==> src/design/aih_pkg.sv <==
// package of constants and types shared by both ends of the injected result handshake
package aih_pkg;
	localparam int RES_W = 10; // result width
	localparam int CONV_CYCLES = 20; // conversion time in clock cycles
	localparam logic [RES_W-1:0] RES_RESET = 10'h000; // result reset value
	localparam logic WFR_RESET = 1'b1; // wait-for-read history resets high
	typedef enum logic [1:0] {AIH_IDLE, AIH_CONV, AIH_DONE, AIH_STALL} aih_state_e;
	typedef enum logic [1:0] {AIH_RD_IDLE, AIH_RD_FIRST, AIH_RD_SECOND} aih_rd_e;
endpackage

==> src/design/aih_if.sv <==
// interface joining the converter end and the result reader end
`timescale 1ns/1ps
interface aih_if #(parameter int RES_W = 10) (
	input logic sys_clk,
	input logic rst
);
	logic [RES_W-1:0] injected_result_register; // injected result value
	logic result_valid; // unread result present
	logic stalled; // converter stalled
	logic rd_strobe; // one-cycle read of the result register
	modport dev (
		input sys_clk,
		input rst,
		output injected_result_register,
		output result_valid,
		output stalled,
		input rd_strobe
	);
	modport rdr (
		input sys_clk,
		input rst,
		input injected_result_register,
		input result_valid,
		input stalled,
		output rd_strobe
	);
endinterface

==> src/design/aih_converter.sv <==
// converter end: injected conversion sequencer with wait-for-read stall
`timescale 1ns/1ps
//
// The converter runs one injected conversion per trigger. With wait-for-read
// enabled, a finished result must be read before the next injection; a
// hardware trigger that meets an unread result parks the sequencer in a
// stall state, while a software trigger that meets one is simply dropped.
// Leaving the stall takes either a pair of reads from the far end or a
// low-then-high pulse on the wait-for-read input.
// Hazards worth knowing:
// - the read parity restarts at every new result and on stall entry, so a
//   stray single read before a stall never counts toward the release pair;
// - a result that completes in the same cycle as a read stays unread, so the
//   reader sees no new rising edge of result_valid and never marks the newest value pending;
// - the wait-for-read history resets high, so the input must be seen low for
//   at least one edge before a high level counts as a release.
module aih_converter import aih_pkg::*; #(
	parameter int RES_W_P = RES_W,
	parameter int CONV_P = CONV_CYCLES
) (
	aih_if.dev link,
	input wire logic capture_channel_trigger,
	input wire logic sw_trigger,
	input wire logic [RES_W_P-1:0] analog_sample,
	input wire logic wait_for_read,
	output logic conv_busy,
	output logic stall_flag
);
	// elaboration checks: the link carries the package width, and the 16-bit
	// down-counter can only time conversions of 1 to 65535 cycles
	initial begin
		if (RES_W_P != RES_W) begin
			$error("aih_converter: result width must match the link");
		end
		if (CONV_P < 1 || CONV_P > 65535) begin
			$error("aih_converter: conversion length out of range");
		end
	end

	// ----------------------------------------
	// state and counters
	// ----------------------------------------
	aih_state_e state_q, state_d;
	logic [15:0] cnt_q, cnt_d;
	logic [RES_W_P-1:0] res_q, res_d;
	logic unread_q, unread_d;
	logic reads_q, reads_d; // one read seen since stall or result
	logic wfr_q;
	logic stall_q;

	// ----------------------------------------
	// decode
	// ----------------------------------------
	// only the hardware trigger can stall the sequencer
	wire logic hw_req = capture_channel_trigger;
	wire logic any_req = hw_req | sw_trigger;
	// release by a low-then-high pulse on the mode input
	wire logic wfr_rise = wait_for_read & ~wfr_q;
	// the second read of a pair; parity restarts at each result and at stall entry
	wire logic second_read = link.rd_strobe & reads_q;
	// a read consumes the result everywhere except in the stall state
	wire logic read_clears = link.rd_strobe & (state_q != AIH_STALL);
	wire logic conv_end = (state_q == AIH_CONV) && (cnt_q == 16'h0000);
	// an injection that would overwrite an unread result
	wire logic stall_req = hw_req & unread_q & wait_for_read;
	// a software trigger meeting an unread result is dropped, not stalled
	wire logic sw_blocked = unread_q & wait_for_read & ~link.rd_strobe;
	// register inputs of the flag outputs
	wire logic stall_d = (state_d == AIH_STALL);
	wire logic busy_d = (state_d == AIH_CONV);

	// next state logic
	always_comb begin
		state_d = state_q;
		cnt_d = cnt_q;
		res_d = res_q;
		unread_d = unread_q;
		reads_d = reads_q;
		// a read flips the pair parity; a result, a stall entry or a stall release restarts it below
		if (link.rd_strobe) begin
			reads_d = ~reads_q;
		end
		// a read consumes the result; a result finishing this cycle overrides below
		if (read_clears) begin
			unread_d = 1'b0;
		end
		unique case (state_q)
			AIH_IDLE, AIH_DONE: begin
				// a stall takes priority over starting a conversion
				if (stall_req) begin
					state_d = AIH_STALL;
					reads_d = 1'b0;
				end else if (any_req && !sw_blocked) begin
					state_d = AIH_CONV;
					cnt_d = 16'(CONV_P - 1);
				end
			end
			AIH_CONV: begin
				if (cnt_q != 16'h0000) begin
					cnt_d = cnt_q - 16'h0001;
				end
				// the last counted cycle latches the sample
				if (conv_end) begin
					res_d = analog_sample;
					unread_d = 1'b1; // set wins over any read this cycle
					reads_d = 1'b0;
					state_d = AIH_DONE;
				end
			end
			AIH_STALL: begin
				// triggers ignored and result held here
				if (second_read || wfr_rise) begin
					state_d = AIH_IDLE;
					unread_d = 1'b0;
					reads_d = 1'b0;
				end
			end
		endcase
	end

	// ----------------------------------------
	// registers
	// ----------------------------------------
	// sequencer state
	always_ff @(posedge link.sys_clk) begin
		if (link.rst) begin
			state_q <= AIH_IDLE;
		end else begin
			state_q <= state_d;
		end
	end

	// conversion down-counter
	always_ff @(posedge link.sys_clk) begin
		if (link.rst) begin
			cnt_q <= 16'h0000;
		end else begin
			cnt_q <= cnt_d;
		end
	end

	// result register, frozen while stalled
	always_ff @(posedge link.sys_clk) begin
		if (link.rst) begin
			res_q <= RES_RESET;
		end else begin
			res_q <= res_d;
		end
	end

	// unread flag; a finishing result wins over a read in the same cycle
	always_ff @(posedge link.sys_clk) begin
		if (link.rst) begin
			unread_q <= 1'b0;
		end else begin
			unread_q <= unread_d;
		end
	end

	// read pair parity
	always_ff @(posedge link.sys_clk) begin
		if (link.rst) begin
			reads_q <= 1'b0;
		end else begin
			reads_q <= reads_d;
		end
	end

	// wait-for-read history; resets high so a release needs the input low first
	always_ff @(posedge link.sys_clk) begin
		if (link.rst) begin
			wfr_q <= WFR_RESET;
		end else begin
			wfr_q <= wait_for_read;
		end
	end

	// stall flag, registered so the link sees no decode glitches
	always_ff @(posedge link.sys_clk) begin
		if (link.rst) begin
			stall_q <= 1'b0;
		end else begin
			stall_q <= stall_d;
		end
	end

	// busy output, high while a conversion runs
	always_ff @(posedge link.sys_clk) begin
		if (link.rst) begin
			conv_busy <= 1'b0;
		end else begin
			conv_busy <= busy_d;
		end
	end

	// ----------------------------------------
	// outputs to the link, all straight from registers
	// ----------------------------------------
	assign link.injected_result_register = res_q;
	assign link.result_valid = unread_q;
	assign link.stalled = stall_q;
	assign stall_flag = stall_q;
endmodule

==> src/flat_wrapper.sv <==
// flat-port wrapper written by rule: the top's interface ports become plain ports
module aih_converter_flat import aih_pkg::*;
#(
	parameter int RES_W_P = RES_W,
	parameter int CONV_P = CONV_CYCLES
)
  (capture_channel_trigger, sw_trigger, analog_sample, wait_for_read, conv_busy, stall_flag, sys_clk, rst, link_injected_result_register, link_result_valid, link_stalled, link_rd_strobe);
  aih_if #(.RES_W(RES_W)) link_i (.sys_clk(sys_clk), .rst(rst));
  input wire logic capture_channel_trigger;
  input wire logic sw_trigger;
  input wire logic [RES_W_P-1:0] analog_sample;
  input wire logic wait_for_read;
  output logic conv_busy;
  output logic stall_flag;
  input wire logic sys_clk;
  input wire logic rst;
  output wire logic [$bits(link_i.injected_result_register)-1:0] link_injected_result_register;
  output wire logic [$bits(link_i.result_valid)-1:0] link_result_valid;
  output wire logic [$bits(link_i.stalled)-1:0] link_stalled;
  input wire logic [$bits(link_i.rd_strobe)-1:0] link_rd_strobe;
  assign link_injected_result_register = link_i.injected_result_register;
  assign link_result_valid = link_i.result_valid;
  assign link_stalled = link_i.stalled;
  assign link_i.rd_strobe = link_rd_strobe;
  aih_converter #(.RES_W_P(RES_W_P), .CONV_P(CONV_P)) u_core (.link(link_i), .capture_channel_trigger(capture_channel_trigger), .sw_trigger(sw_trigger), .analog_sample(analog_sample), .wait_for_read(wait_for_read), .conv_busy(conv_busy), .stall_flag(stall_flag));
endmodule
==> config.mk <==
export PLATFORM = sky130hd
export DESIGN_NAME = aih_converter_flat
export DESIGN_NICKNAME = d
export VERILOG_FILES = /design/src/design/aih_pkg.sv /design/src/design/aih_if.sv /design/src/design/aih_converter.sv /design/src/flat_wrapper.sv
export SDC_FILE = /design/constraint.sdc
export NUM_CORES = 1
export LEC_CHECK = 0
export ABC_CLOCK_PERIOD_IN_PS = 2500
export CAP_MARGIN = 20
export CORE_MARGIN = 4
export CORE_UTILIZATION = 40
export CTS_BUF_LIST = sky130_fd_sc_hd__clkbuf_8
export DETAILED_ROUTE_END_ITERATION = 8
export DONT_BUFFER_PORTS = 1
export MAX_ROUTING_LAYER = met4
export PLACE_DENSITY_LB_ADDON = 0.25
export SYNTH_ARGS = -nofsm -noshare
export SYNTH_HDL_FRONTEND = slang
export SYNTH_SLANG_ARGS = --single-unit
==> constraint.sdc <==
create_clock -name sys_clk -period 2.5 [get_ports sys_clk]
set_input_delay 0.5 -clock sys_clk [delete_from_list [all_inputs] [get_ports sys_clk]]
set_output_delay 0.5 -clock sys_clk [all_outputs]
set_load 0.02 [all_outputs]
==> results of run 1 <==
## registers in the layout, indices dropped and copies added, names as in the netlist
signal,cells
u_core.cnt_q,16
u_core.conv_busy,1
u_core.link.injected_result_register,10
u_core.link.result_valid,1
u_core.link.stalled,1
u_core.reads_q,1
u_core.state_q,2
u_core.wfr_q,1
## cell usage in the layout (no fill, tap or decap), drive strengths merged, types with 2 or more instances in the layout
cell and instances:
nor4 4, a31oi 3, and3 2, a21oi 24
a31o 3, dfxtp 33, nand3b 2, o21ai 16
nand3 12, nor2b 5, nand2b 2, clkbuf 7
nor2 6, or3 7, nand2 13, nand4b 2
or2 2, ha 3, nor3b 2, nor3 2
o41ai 2, nand4 4, inv 3, o31ai 4
and2 2, or4 5
## metrics by stage
step	util [%]	area, µm²	power [mW]
floorplan	-	1630	1.13
global placement	43.1	1640	1.20
detailed placement	43.1	1640	1.22
CTS	45.7	1740	1.66
global route	45.7	1740	1.76
finish	45.7	1740	1.65
## cell families (layout without fill, tap and decap cells)
kind of cell	Yosys count	count (layout)	share of synthesized area (%)
mux	1	1	0.614
simple gates	76	76	29.8
xor+xnor	1	1	0.537
buf+inv	15	12	4.60
fa+ha+maj	3	3	2.30
flops	33	33	40.5
compound gates	59	59	21.6
## final cells by class
cell class              instances  area, µm²
fillers                       366       2060
multi-input cells             140        896
flip-flops and latches         33        661
clock buffers                   7       96.3
well taps                      48       60.1
inverters                       3       11.3
repair buffers                  1       7.51
clock inverters                 1       5.00
## worst max-delay path: stages, from the launching register on
cell	delay (ps)
dfxtp_1	470
nor3b_1	440
nand3_1	400
or4_1	580
a21oi_1	140
## metal layers
metal / part of all wire, % / track usage [%] / vias up
met1: 46 / 19.0 / 680
li1: - / - / 698
met2: 48 / 24.4 / 32
met3: 5.1 / 6.31 / 6
met4: 0.99 / 3.76 / 0
met5: 0 / - / -
## final timing paths
kind / end / cells past startpoint / startpoint
max: u_core.cnt_q[15] / 4 / u_core.state_q[0]
min: u_core.link.injected_result_register[6] / 1 / rst
max reg2reg: u_core.cnt_q[15] / 4 / u_core.state_q[0]
min reg2reg: u_core.cnt_q[5] / 2 / u_core.cnt_q[5]
## power by group through the flow
| stage | logic [mW] | clock network, mW | registers, mW |
|---|---|---|---|
| detailed placement | 0.521 | 0 | 0.694 |
| global placement | 0.504 | 0 | 0.692 |
| finish | 0.525 | 0.446 | 0.683 |
| CTS | 0.525 | 0.452 | 0.682 |
| global route | 0.591 | 0.478 | 0.693 |
| floorplan | 0.457 | 0 | 0.672 |
==> summary.txt, run 1 <==
Mapped Area = 1630 µm²
Unrepaired setup endpoints after global routing = false
Status = finished, final reports clean
Fmax = 476 MHz
Routability cong. = 0.801
Final period util = 84.1%
Setup ws final = 397 ps
Total number of vias = 1416
CP Launch Type = flip-flop
Hold Crit Class = input pin to flip-flop
P&R area growth vs syn = 6.44%
Final hold violations = 0
CTS tree = built
Cells after DPL = 225
Post-CTS Setup Inserts = 0
Nets = 203
Clk root buf = clkbuf_8
Number of synthesized flops with an enable pin = 0
I/O pin count = 30
CP required = 2720 ps
Sw Share = 37.9%
Switching pwr = 627 µW
Final hold slack = 276 ps
Vias per cell = 6.08
First drt pass iteration count = 4
Clk pwr share = 27.0%
Antenna violations before repair = 0
Synth Register Bits = 33
Measured slew at the worst slew-check pin = 592 ps
Pwr Density = 953 nW/µm²
Final min period = 2100 ps
Vias in the first global route = 1315
Core Region = 3800 µm²
CTS Buf Count = 5
Commonest cells post-synth = dfxtp_1, a21oi_1, o21ai_0
Arrival time at the worst endpoint = 2320 ps
Non-Filler Instances = 233
Post-synth top area share = 40.5%
Pin count of the biggest net entering global routing = 24
Mean routed wirelength per cell = 16.0 µm
H-tree depth = 2
Layout cells sized above 1 = 12.4%
Asr flop ratio synth = 0%
# DRC = 0
Placement Setup Slack = 472 ps
GR Util All Layers = 15.7%
Largest area contributor in the netlist = dfxtp_1
R2R setup slack = 400 ps
Worst-case clock skew = 6.41 ps
Post-DP HPWL = 2650 µm
Clock Path Buffers = 2
Post-synthesis sequential area ratio = 40.5%
Die area = 5160 µm²
Max Cap Viol = 0
Top_reg_cell synth = dfxtp_1
Synthesized Nets = 207
Initial DRC count = 77
Leakage = 0.590 nW
Setup violators final = 0
GR Overflow Total = 0
Type of the worst setup path = flip-flop to flip-flop
Clk slew on worst S/H paths = 70 ps
Total wire length = 3730 µm
Post-DRT Antenna Nets = 0
Combinational Power Share = 31.8%
Die Span X = 71.9 µm
Synth unique cells = 46
Crit Path Max Fanout = 12
CTS sink count = 33
Slew headroom = 60.3%
Syn_area_per_cell = 8.68 µm²
Worst-Skew Late Latency = 290 ps
# diodes = 0
Cells after Synth = 188
Slew Viols, Final = 0
Worst setup EP type = flip-flop
Setup TNS = 0 ps
Initial Util = 43.0%
Reg power frac = 41.3%
First-pass GRT wire length = 6290 µm
Most frequent cell after synthesis = dfxtp_1
Hold_buf cts = 0
Die Height = 71.9 µm
Synth top area cells = dfxtp_1, a21oi_1, o21ai_0
Warnings, synthesis = 0
Input/output buffers = 0
Peak VDD IR = 396 µV
Internal power = 1.03 mW
Post_cts resized = 0
FP Rows = 22
Note: power is estimated with default switching activity, not from simulation.
==> run 2: changes to the inputs <==
ABC_CLOCK_PERIOD_IN_PS = 2150   (was 2500)
clock period = 2.15 ns   (was 2.5 ns; I/O delays follow)
==> run 2 against run 1 <==
  * Cell area is 1.7% higher
  * Power rose by 17%
  * Setup slack worse by 180 ps
  * Non-clock buffer count increased by 4
  * First-iteration DRC count shrank 27%
  * Utilization grew 0.79 points
  * Count of clock-buffer cells in the layout unchanged
  * Sequential power increased by 15%
  * Via count is 0.14% higher
  * Sequential share of layout area down 0.65 points
  * Critical path depth did not move
  * Largest power group unchanged
  * Critical path type unchanged
==> summary.txt, run 2 (synthesis gave the netlist of run 1 again) <==
Max FFs per register = 16 (unchanged)
Unrepaired setup endpoints after global routing = false
R2R setup slack = 220 ps (-180 ps)
Die area = 5160 µm² (unchanged)
Crit-path slowest cell = or4_4
Final min period = 1930 ps (-174 ps)
Slowest stage delay, CP = 580 ps (about the same)
Measured slew at the worst slew-check pin = 585 ps (-6.25 ps)
Hold Crit Start = rst
First drt pass iteration count = 5 (+1)
Input/output buffers = 0 (unchanged)
Multi-input combinational cell area = 896 µm² (unchanged)
Vias per cell = 5.98 (-1.5%)
Peak VDD IR = 370 µV (-6.6%)
GR Overflow Total = 0 (unchanged)
P&R area growth vs syn = 8.28%
Post_cts resized = 0 (unchanged)
Crit-path cells = or4_4 > nor4b_4 > nand2_1 > a21oi_1
FP Rows = 22 (unchanged)
Critical Path Source = u_core.cnt_q[6]
Clock Path Buffers = 2 (unchanged)
Setup TNS = 0 ps (unchanged)
Hold Crit Class = input pin to flip-flop
Post-DRT Antenna Nets = 0 (unchanged)
Total number of vias = 1418 (+0.14%)
Worst-Skew Late Latency = 280 ps (about the same)
# diodes = 0 (unchanged)
Fill count = 361 (-1.4%)
CP Launch Type = flip-flop
Final core occ = 46.5% (+0.79 points)
Reg with most FFs = u_core.cnt_q
Commonest non-fill, non-tap cell in the layout = dfxtp_1
Layout cells sized above 1 = 14.3% (+1.9 points)
Status = finished, final reports clean
Worst-case clock skew = 3.65 ps (-2.76 ps)
Vias in the first global route = 1306 (-0.68%)
I/O pin count = 30 (unchanged)
Arrival time at the worst endpoint = 2140 ps (-180 ps)
FF-to-FF Start = u_core.cnt_q[6]
Clk slew on worst S/H paths = 70 ps (about the same)
Storage cell area = 661 µm² (unchanged)
Final hold violations = 0 (unchanged)
Cells on worst reg2reg path = 4 (unchanged)
Die Span X = 71.9 µm (unchanged)
Setup violators final = 0 (unchanged)
Worst r2r dst = u_core.state_q[1]
Die Height = 71.9 µm (unchanged)
Slew Viols, Final = 0 (unchanged)
Slew headroom = 60.8% (+0.55 points)
Total power = 1.93 mW (+17%)
Initial Util = 43.0% (unchanged)
Crit Path Max Fanout = 11 (-1)
First-pass GRT wire length = 6020 µm (-4.4%)
Clk root buf = clkbuf_8
# DRC = 0 (unchanged)
Post-CTS Setup Inserts = 0 (unchanged)
Post-DP HPWL = 2580 µm (-2.5%)
Setup crit end = u_core.state_q[1]
Nets = 207 (+2.0%)
Total wire length = 3530 µm (-5.4%)
Mean routed wirelength per cell = 14.9 µm (-7.0%)
Hold Path Stages = 1 (unchanged)
Pin count of the biggest net entering global routing = 24 (unchanged)
Fmax = 518 MHz (+9.0%)
Max Cap Viol = 0 (unchanged)
Hold_buf cts = 0 (unchanged)
Worst setup EP type = flip-flop
Leakage = 0.609 nW (+3.3%)
CP required = 2360 ps (-360 ps)
Routability cong. = 0.774 (-3.4%)
Initial DRC count = 56 (-27%)
Type of the worst setup path = flip-flop to flip-flop
GR Util All Layers = 15.0% (-0.66 points)
CTS tree = built
CTS sink count = 33 (unchanged)
Final period util = 89.7% (+5.6 points)
Pwr Density = 1090 nW/µm² (+15%)
Core Region = 3800 µm² (unchanged)
Commonest non-fill, non-tap cells in the layout = dfxtp_1, a21oi_1, o21ai_0
Antenna violations before repair = 0 (unchanged)
H-tree depth = 2 (unchanged)
CTS Buf Count = 5 (unchanged)
[run 2: cell count changes in the layout (fill, tap and decap cells not counted)]
| cell | delta |
|---|---|
| buf_4 | +4 |
[run 2: how the worst min path moves through the flow]
stage	end	slack (ps)
final	u_core.link.injected_result_register[8]	210
after global routing	u_core.state_q[1]	190
after CTS	u_core.link.injected_result_register[8]	200
after detailed placement	u_core.state_q[0]	510
after global placement	u_core.cnt_q[5]	490
after floorplan	u_core.cnt_q[13]	470
[run 2: area by class of cell]
class | count | area share (%)
multi-input combinational | 140 | 50.7
sequential | 33 | 37.4
clock buffer | 7 | 5.45
tap | 48 | 3.40
timing repair buffer | 5 | 2.12
inverter | 3 | 0.637
clock inverter | 1 | 0.283
[run 2: per-stage QoR]
| stage | hold WS, ps | worst slack [ps] | cells | area (µm²) |
|---|---|---|---|---|
| after global routing | 192 | 31.8 | 237 | 1770 |
| after floorplan | 474 | 389 | 188 | 1630 |
| after global placement | 492 | 263 | 229 | 1670 |
| final | 214 | 221 | 237 | 1770 |
| after detailed placement | 505 | 237 | 229 | 1670 |
| after CTS | 201 | 217 | 237 | 1770 |
[run 2: report_power, final]
group          leakage [nW]  internal, mW  total (mW)  switching [mW]
clock                0.0542         0.289       0.511           0.222
sequential            0.269         0.686       0.785          0.0990
combinational         0.286         0.245       0.637           0.392
total                 0.609          1.22        1.93           0.712
[run 2: routing by layer]
| metal | track usage (%) | vias up | wire, µm |
|---|---|---|---|
| met5 | - | - | 0 |
| met4 | 4.38 | 0 | 42 |
| met3 | 5.47 | 7 | 199 |
| met2 | 23.6 | 32 | 1680 |
| met1 | 18.0 | 674 | 1600 |
| li1 | - | 705 | - |
[run 2: critical path: cells and delay by family (launching register included)]
family | cells | cell delay (ps)
flip-flops | 1 | 370
AO/OA/AOI/OAI | 1 | 160
AND/OR/NAND/NOR | 3 | 1330
